File: src/verilog/sleep_gate_pkg.sv
// package: register map, field layout and mode encodings of the gating and reset block
package sleep_gate_pkg;

    // ==========================================================
    // register offsets (byte addresses)
    localparam logic [11:0] OFF_SOFT_RESET_ZERO  = 12'h040;
    localparam logic [11:0] OFF_RUN_GATES        = 12'h108;
    localparam logic [11:0] OFF_SLEEP_GATES      = 12'h118;
    localparam logic [11:0] OFF_DEEP_GATES       = 12'h128;
    localparam logic [11:0] OFF_RUN_CLOCK_CFG    = 12'h060;
    localparam logic [11:0] OFF_CAPABILITIES_ONE = 12'h010;
    localparam logic [11:0] OFF_IRQ_STATUS       = 12'h800;
    localparam logic [11:0] OFF_IRQ_MASK         = 12'h804;
    localparam logic [11:0] OFF_FAULT_ADDR       = 12'h808;

    // ==========================================================
    // field layout
    localparam int          PORT_COUNT      = 5;
    localparam logic [31:0] PORT_GATE_MASK  = 32'h0000001F;
    localparam int          PWM_RESET_BIT   = 20;
    localparam int          ADC_RESET_BIT   = 16;
    localparam int          WDOG_RESET_BIT  = 3;
    localparam logic [31:0] SOFT_RESET_MASK = 32'h00110008;
    localparam int          ACG_BIT         = 27;
    localparam logic [31:0] RUN_CFG_MASK    = 32'h08000000;
    localparam logic [31:0] ZERO_WORD       = 32'h00000000;
    localparam logic [31:0] RESET_WORD      = 32'h00000000;

    // interrupt status bits
    localparam int IRQ_FAULT_BIT = 0;
    localparam int IRQ_MODE_BIT  = 1;
    localparam int IRQ_WIDTH     = 2;

    // ==========================================================
    // operating state of the system
    typedef enum logic [1:0] {
        MODE_RUN,
        MODE_SLEEP,
        MODE_DEEP_SLEEP
    } power_mode_t;

endpackage : sleep_gate_pkg

File: src/verilog/deep_sleep_gating_and_soft_reset.sv
// deep-sleep port clock gating, run/sleep gating select and software reset control
//
// Decided for this implementation: the plain strobed port.
module deep_sleep_gating_and_soft_reset
    import sleep_gate_pkg::*;
#(
    parameter int          PORTS    = PORT_COUNT,
    parameter logic [31:0] CAPS_ONE = 32'h00110008  // units present; value arbitrary
) (
    input  wire logic                 clock,
    input  wire logic                 rst_n,
    // register port
    input  wire logic [11:0]          reg_addr,
    input  wire logic [31:0]          reg_wdata,
    input  wire logic                 reg_write,
    input  wire logic                 reg_read,
    output logic      [31:0]          reg_rdata,
    // operating state from the power controller
    input  wire logic                 sleep_req,
    input  wire logic                 deep_sleep_req,
    // port accesses from the peripheral bus
    input  wire logic                 port_access,
    input  wire logic [PORTS-1:0]     port_select,
    output logic                      bus_fault,
    // clock enables and resets toward the units
    output logic      [PORTS-1:0]     port_clock_en,
    output logic                      pwm_reset,
    output logic                      adc_reset,
    output logic                      watchdog_reset,
    output logic                      irq
);

    // ==========================================================
    // register map, byte offsets from the control base
    //   0x010 capabilities one, read only, units fitted
    //   0x040 soft reset control zero
    //   0x060 run clock configuration, auto gating bit only
    //   0x108 run-mode port gates
    //   0x118 sleep-mode port gates
    //   0x128 deep-sleep port gates
    //   0x800 interrupt status, cleared by its read
    //   0x804 interrupt mask, same layout as status
    //   0x808 ports named by the last faulting access
    // unmapped offsets read zero and ignore writes
    //
    // field layout
    //   port gates: ports a to e on bits 0 to 4
    //   soft reset: modulator 20, converter 16, watchdog 3
    //   status: bit 0 bus fault, bit 1 operating state change
    //
    // timing seen at the ports
    //   a write lands at the edge that samples its strobe
    //   read data stand only in the cycle after the strobe
    //   clock enables follow a state request after two edges
    //   bus fault answers one cycle after the faulting access
    //   unit resets follow their register bits by one cycle
    //   irq follows the masked status by one cycle
    //
    // hazards
    //   enables are registered: a port stays clocked one cycle
    //   after its gate clears, and an access then completes
    //   a held reset bit keeps its unit in reset until cleared
    //   a status read and a new event in one cycle keep the event
    //   a unit absent from capabilities one never leaves reset low
    //   all inputs share this clock, so no synchronisers are fitted

    // ==========================================================
    // state
    logic [PORTS-1:0]     run_gates_reg;
    logic [PORTS-1:0]     sleep_gates_reg;
    logic [PORTS-1:0]     deep_gates_reg;
    logic [31:0]          soft_reset_reg;
    logic [31:0]          run_cfg_reg;
    logic [IRQ_WIDTH-1:0] irq_status_reg;
    logic [IRQ_WIDTH-1:0] irq_mask_reg;
    logic [PORTS-1:0]     fault_port_reg;
    power_mode_t          mode_reg;
    power_mode_t          mode_next;
    logic [PORTS-1:0]     gates_next;

    // ==========================================================
    // address decode
    wire logic wr_soft  = reg_write && (reg_addr == OFF_SOFT_RESET_ZERO);
    wire logic wr_run   = reg_write && (reg_addr == OFF_RUN_GATES);
    wire logic wr_sleep = reg_write && (reg_addr == OFF_SLEEP_GATES);
    wire logic wr_deep  = reg_write && (reg_addr == OFF_DEEP_GATES);
    wire logic wr_cfg   = reg_write && (reg_addr == OFF_RUN_CLOCK_CFG);
    wire logic wr_mask  = reg_write && (reg_addr == OFF_IRQ_MASK);
    wire logic rd_stat  = reg_read && (reg_addr == OFF_IRQ_STATUS);
    wire logic acg_on   = run_cfg_reg[ACG_BIT];

    // ==========================================================
    // operating state decode
    always_comb begin
        mode_next = MODE_RUN;
        if (deep_sleep_req) begin
            mode_next = MODE_DEEP_SLEEP;
        end else if (sleep_req) begin
            mode_next = MODE_SLEEP;
        end
    end

    // gate set per low-power state, run gates without auto gating
    // auto gating select
    wire logic [PORTS-1:0] sleep_pick = acg_on ? sleep_gates_reg : run_gates_reg;
    wire logic [PORTS-1:0] deep_pick  = acg_on ? deep_gates_reg : run_gates_reg;

    // pick the gate set for the mode
    always_comb begin
        // gating by state, only with auto gating
        case (mode_reg)
            MODE_RUN:        gates_next = run_gates_reg;
            MODE_SLEEP:      gates_next = sleep_pick;
            MODE_DEEP_SLEEP: gates_next = deep_pick;
            default:         gates_next = run_gates_reg;
        endcase
    end

    // fault when any selected port is unclocked
    // ports named by the access that have no clock now
    wire logic [PORTS-1:0] unclocked_sel = port_select & ~port_clock_en;
    wire logic fault_now = port_access && (unclocked_sel != '0);
    wire logic mode_evt  = (mode_next != mode_reg);

    // ==========================================================
    // read mux
    logic [31:0] rdata_next;
    always_comb begin
        rdata_next = ZERO_WORD;
        case (reg_addr)
            OFF_DEEP_GATES:       rdata_next = 32'(deep_gates_reg);
            OFF_RUN_GATES:        rdata_next = 32'(run_gates_reg);
            OFF_SLEEP_GATES:      rdata_next = 32'(sleep_gates_reg);
            OFF_SOFT_RESET_ZERO:  rdata_next = soft_reset_reg & SOFT_RESET_MASK;
            OFF_RUN_CLOCK_CFG:    rdata_next = run_cfg_reg;
            OFF_CAPABILITIES_ONE: rdata_next = CAPS_ONE;
            OFF_IRQ_STATUS:       rdata_next = 32'(irq_status_reg);
            OFF_IRQ_MASK:         rdata_next = 32'(irq_mask_reg);
            OFF_FAULT_ADDR:       rdata_next = 32'(fault_port_reg);
            default:              rdata_next = ZERO_WORD;
        endcase
    end

    // ==========================================================
    // gating registers
    always_ff @(posedge clock) begin
        if (!rst_n) begin
            run_gates_reg   <= '0;
            sleep_gates_reg <= '0;
            deep_gates_reg  <= '0;
        end else begin
            if (wr_run) begin
                run_gates_reg <= reg_wdata[PORTS-1:0];
            end
            if (wr_sleep) begin
                sleep_gates_reg <= reg_wdata[PORTS-1:0];
            end
            if (wr_deep) begin
                deep_gates_reg <= reg_wdata[PORTS-1:0];
            end
        end
    end

    // ==========================================================
    // soft reset write mask
    // only documented bits of units listed in capabilities one move;
    // every other bit keeps its old value, which stays zero
    wire logic [31:0] soft_write_mask = CAPS_ONE & SOFT_RESET_MASK;
    wire logic [31:0] soft_reset_next = (reg_wdata & soft_write_mask)
                                      | (soft_reset_reg & ~soft_write_mask);

    // soft reset and run clock configuration
    always_ff @(posedge clock) begin
        if (!rst_n) begin
            soft_reset_reg <= RESET_WORD;
            run_cfg_reg    <= RESET_WORD;
        end else begin
            if (wr_soft) begin
                soft_reset_reg <= soft_reset_next;
            end
            if (wr_cfg) begin
                run_cfg_reg <= reg_wdata & RUN_CFG_MASK;
            end
        end
    end

    // operating state and clock enables
    always_ff @(posedge clock) begin
        if (!rst_n) begin
            mode_reg      <= MODE_RUN;
            port_clock_en <= '0;
        end else begin
            mode_reg      <= mode_next;
            port_clock_en <= gates_next;
        end
    end

    // unit reset levels picked from the soft reset register
    wire logic pwm_reset_next      = soft_reset_reg[PWM_RESET_BIT];
    wire logic adc_reset_next      = soft_reset_reg[ADC_RESET_BIT];
    wire logic watchdog_reset_next = soft_reset_reg[WDOG_RESET_BIT];

    // unit resets driven from the soft reset bits
    always_ff @(posedge clock) begin
        if (!rst_n) begin
            pwm_reset      <= 1'b0;
            adc_reset      <= 1'b0;
            watchdog_reset <= 1'b0;
        end else begin
            pwm_reset      <= pwm_reset_next;
            adc_reset      <= adc_reset_next;
            watchdog_reset <= watchdog_reset_next;
        end
    end

    // ==========================================================
    // bus fault answer and fault capture
    always_ff @(posedge clock) begin
        if (!rst_n) begin
            bus_fault      <= 1'b0;
            fault_port_reg <= '0;
        end else begin
            bus_fault <= fault_now;
            if (fault_now) begin
                fault_port_reg <= port_select;
            end
        end
    end

    // ==========================================================
    // status events and next status, a new event beats a clearing read
    logic [IRQ_WIDTH-1:0] irq_events;
    logic [IRQ_WIDTH-1:0] irq_status_next;
    always_comb begin
        irq_events                = '0;
        irq_events[IRQ_FAULT_BIT] = fault_now;
        irq_events[IRQ_MODE_BIT]  = mode_evt;
        irq_status_next           = irq_events
                                  | (irq_status_reg & ~{IRQ_WIDTH{rd_stat}});
    end

    // interrupt status: set wins over read clear
    always_ff @(posedge clock) begin
        if (!rst_n) begin
            irq_status_reg <= '0;
            irq_mask_reg   <= '0;
            irq            <= 1'b0;
        end else begin
            irq_status_reg <= irq_status_next;
            if (wr_mask) begin
                irq_mask_reg <= reg_wdata[IRQ_WIDTH-1:0];
            end
            irq <= ((irq_status_reg & irq_mask_reg) != '0);
        end
    end

    // read data, valid the cycle after the strobe
    always_ff @(posedge clock) begin
        if (!rst_n) begin
            reg_rdata <= ZERO_WORD;
        end else if (reg_read) begin
            reg_rdata <= rdata_next;
        end else begin
            reg_rdata <= ZERO_WORD;
        end
    end

endmodule : deep_sleep_gating_and_soft_reset

File: config.mk
export PLATFORM = sky130hd
export DESIGN_NAME = deep_sleep_gating_and_soft_reset
export DESIGN_NICKNAME = d
export VERILOG_FILES = /design/src/verilog/sleep_gate_pkg.sv /design/src/verilog/deep_sleep_gating_and_soft_reset.sv
export SDC_FILE = /design/constraint.sdc
export NUM_CORES = 1
export LEC_CHECK = 0
export BUFFER_PORTS_ARGS = -buffer_cell sky130_fd_sc_hd__buf_2
export CORE_ASPECT_RATIO = 1.2
export CORE_MARGIN = 10
export CORE_UTILIZATION = 50
export DETAILED_ROUTE_END_ITERATION = 12
export HOLD_SLACK_MARGIN = 0.05
export PLACE_DENSITY_LB_ADDON = 0.3
export SKIP_LAST_GASP = 1
export SLEW_MARGIN = 20
export SYNTH_ARGS = -nofsm -noshare
export SYNTH_HDL_FRONTEND = slang
export SYNTH_SLANG_ARGS = --single-unit
File: constraint.sdc
create_clock -name clock -period 4.1 [get_ports clock]
set_clock_uncertainty 0.2 [all_clocks]
set_input_delay 0.205 -clock clock [delete_from_list [all_inputs] [get_ports clock]]
set_output_delay 0.205 -clock clock [all_outputs]
set_load 0.05 [all_outputs]
==> metrics.log <==
INFO  metric p_sw = 250 uW
INFO  metric worst_setup_hold_path_clk_slew = 80 ps
INFO  metric finalCritPeriodShare = 52.2%
INFO  metric worst_hold_path.num_cells = 3
INFO  metric synthCells = 266
INFO  metric maxCapViolations = 0
INFO  metric cts-root-buf = sky130_fd_sc_hd__clkbuf_8
INFO  metric drt_first_iter_violations = 122
INFO  metric power.share.switching = 28.7%
INFO  metric status = completed
INFO  metric filler_cell_count = 400
INFO  metric final_cell_mix = sky130_fd_sc_hd__buf_2 (49), sky130_fd_sc_hd__dfxtp_1 (48), sky130_fd_sc_hd__nor2_1 (27)
INFO  metric drtAntennaViolNets = 0
INFO  metric min_from = reg_write
INFO  metric die_y = 94.2 um
INFO  metric synthArstFlopShare = 0%
INFO  metric route.vias.total = 2021
INFO  metric route.final.wire_length = 5.74 mm
INFO  metric core = 4360 um2
INFO  metric ir_worst_vdd = 0.000224 V
INFO  metric grt_usage = 14.9%
INFO  metric power.combinational.fraction = 14.8%
INFO  metric via_per_inst = 5.26
INFO  metric finalSetupViolations = 0
INFO  metric cp.required = 4140 ps
INFO  metric power.sequential.fraction = 54.5%
INFO  metric timing.fmax = 0.467 GHz
INFO  metric grt_max_degree = 37
INFO  metric cell_type_with_the_highest_aggregate_area_in_the_netlist = sky130_fd_sc_hd__dfxtp_1
INFO  metric floorplan.die.width = 81.8 um
INFO  metric r2r_setup_slack = 2300 ps
INFO  metric num-nets-final = 386
INFO  metric crit_chain = buf_2, clkinv_1, nor3b_1, dlygate4sd3_1
INFO  metric cts_post_setup_buffers_inserted = 0
INFO  metric worstSetupPathType = primary input to flop
INFO  metric die_area = 7700 um2
INFO  metric worst_r2r_path_depth = 5
INFO  metric largest_register = reg_rdata
INFO  metric timing.critical_path.fanout_max = 36
INFO  metric met2_length = 2.84 mm
INFO  metric setup_repair_after_global_routing_missed_its_margin = false
INFO  metric hold_path_class = primary input to flop
INFO  metric power.leakage = 0.00120 uW
INFO  metric drcViolationCount = 0
INFO  metric intPower = 623 uW
INFO  metric whs_endpoint = run_cfg_reg[27]
INFO  metric slew_hr = 50.1%
INFO  metric synth_seq_area_share = 41.9%
INFO  metric antenna-diode-count = 0
INFO  metric detail_route.first_pass.iterations = 4
INFO  metric critPathCaptureType = flop
INFO  metric cts_max_level = 2
INFO  metric antenna_violations_before_repair = 0
INFO  metric r2r-start = port_clock_en[0]
INFO  metric yosys_warns = 0
INFO  metric drive_gt1_share = 19.2%
INFO  metric grt_first_pass_wirelength = 9.14 mm
INFO  metric fin_tns_setup = 0 ps
INFO  metric power_density = 323 nW/um2
INFO  metric maxUsedRoutingLayer = met4
INFO  metric number_of_enable_flip_flop_cells_after_synthesis = 0
INFO  metric place.detailed.hpwl = 4.31 mm
INFO  metric wire_length_on_met1 = 2.34 mm
INFO  metric syn_area_per_cell = 8.62 um2
INFO  metric ys_ff_latch = 48
INFO  metric regToRegEndpoint = fault_port_reg[3]
INFO  metric pin_count = 98
INFO  metric clock_tree.buffer_depth = 2
INFO  metric start_kind = primary input
INFO  metric cp_slowest_cell = sky130_fd_sc_hd__clkinv_1
INFO  metric area.growth.synth_to_final = 18.1%
INFO  metric port_buffers = 49
INFO  metric mostFrequentLayoutCell = sky130_fd_sc_hd__buf_2
INFO  metric finalHoldViolations = 0
INFO  metric dr_wl_met3 = 434 um
INFO  metric worstMarginPinSlew = 743 ps
INFO  metric share_of_the_synthesized_area_in_the_top_cell_type = 41.9%
INFO  metric power_frac_clock = 30.7%
INFO  metric effective_utilization_at_floorplan = 52.6%
INFO  metric flip_flop_count_of_the_largest_register_after_layout = 8
INFO  metric place.gp.congestion = 0.896
INFO  metric fin_util = 62.1%
INFO  metric final_max_slew_viol_count = 0
INFO  metric tritoncts = built
INFO  metric row_count = 26
INFO  metric timing.hold.ws = 71.0 ps
INFO  metric cts-buffers-inserted = 5
INFO  metric average_routed_wire_per_standard_cell = 15.0 um
INFO  metric number_of_global_route_vias_before_repair = 1955
INFO  metric grt_remaining_overflow = 0
INFO  metric synth_top_cells_by_area = sky130_fd_sc_hd__dfxtp_1 (42%), sky130_fd_sc_hd__buf_4 (8.2%), sky130_fd_sc_hd__mux2i_1 (6.1%)
INFO  metric fin_crit = 2140 ps
INFO  metric clock_latency = 300 ps
INFO  metric syn_area = 2290 um2
INFO  metric synth_top_flop_cell = sky130_fd_sc_hd__dfxtp_1
INFO  metric numClockSinks = 48
INFO  metric synth_cell_types = 44
INFO  metric cp_slowest_stage_delay = 620 ps
INFO  metric crit_arrival = 2180 ps
-- worst max-delay path by stage --
stage / start / to / slack (ps) / cells after the start
2_1_floorplan: port_clock_en[0] / fault_port_reg[4] / 2150 / 5
3_3_place_gp: reg_addr[1] / run_gates_reg[1] / 2170 / 6
3_5_place_dp: reg_addr[1] / run_gates_reg[0] / 2150 / 6
4_1_cts: rst_n / mode_reg[0] / 1950 / 4
5_1_grt: rst_n / mode_reg[0] / 1740 / 4
6_report: rst_n / mode_reg[0] / 1960 / 4
-- cell type report --
| type | instances | area (um2) | share of cell area (%) |
|---|---|---|---|
| Multi-Input combinational cell | 198 | 1160 | 42.8 |
| Tap cell | 56 | 70.1 | 2.59 |
| Inverter | 11 | 41.3 | 1.52 |
| Timing Repair Buffer | 64 | 395 | 14.6 |
| Sequential cell | 48 | 961 | 35.5 |
| Clock buffer | 5 | 68.8 | 2.54 |
| Clock inverter | 2 | 12.5 | 0.462 |
-- logic make-up (layout without fill, tap and decap cells) --
family / Yosys count / count (layout) / share of synthesized area (%)
buffers and inverters: 43 / 82 / 11.3
other: 1 / 24 / 0.164
and+or+nand+nor: 103 / 103 / 23.7
AOI/OAI and AO/OA: 54 / 54 / 15.2
adders and majority gates: 2 / 2 / 1.09
muxes: 15 / 15 / 6.60
DFF: 48 / 48 / 41.9
-- critical path, delay by kind of cell --
| kind | cells | cell delay, ps |
|---|---|---|
| simple gates | 1 | 320 |
| buf+inv | 3 | 1650 |
-- power by group through the flow --
stage                     Sequential [uW]  Combinational, uW  Clock (uW)
after global placement                486                115           0
final                                 476                129         268
after global routing                  477                140         293
after CTS                             476                128         272
after detailed placement              487                117           0
after floorplan                       487                101           0
-- Yosys cell counts (4+ instances only) --
cell,number
sky130_fd_sc_hd__o21ai_1,16
sky130_fd_sc_hd__a22o_1,5
sky130_fd_sc_hd__a22oi_1,8
sky130_fd_sc_hd__mux2i_1,14
sky130_fd_sc_hd__buf_4,25
sky130_fd_sc_hd__nor3_1,4
sky130_fd_sc_hd__dfxtp_1,48
sky130_fd_sc_hd__inv_1,10
sky130_fd_sc_hd__o21ai_0,9
sky130_fd_sc_hd__nor2_1,27
sky130_fd_sc_hd__a31oi_1,4
sky130_fd_sc_hd__nand2_1,22
sky130_fd_sc_hd__nand3_1,24
sky130_fd_sc_hd__and3_1,4
-- routing by layer --
layer / GRT usage [%] / vias to the layer above
met3: 3.54 / 11
met2: 25.3 / 71
met1: 16.9 / 917
met4: 6.82 / 0
met5: 0 / -
li1: - / 1022
-- through the flow --
| step | setup slack (ps) | instances | area, um2 | power [uW] |
|---|---|---|---|---|
| finish | 1960 | 384 | 2710 | 873 |
| global route | 1740 | 384 | 2710 | 909 |
| CTS | 1950 | 384 | 2710 | 876 |
| detailed placement | 2150 | 362 | 2480 | 603 |
| global placement | 2170 | 362 | 2480 | 602 |
| floorplan | 2150 | 289 | 2380 | 589 |
-- timing repair --
| action | in CTS | in global routing |
|---|---|---|
| gates resized for setup | 0 | 0 |
| hold buffers | 15 | 0 |
| hold endpoints to repair | 28 | 0 |
Note: power is estimated with default switching activity, not from simulation.
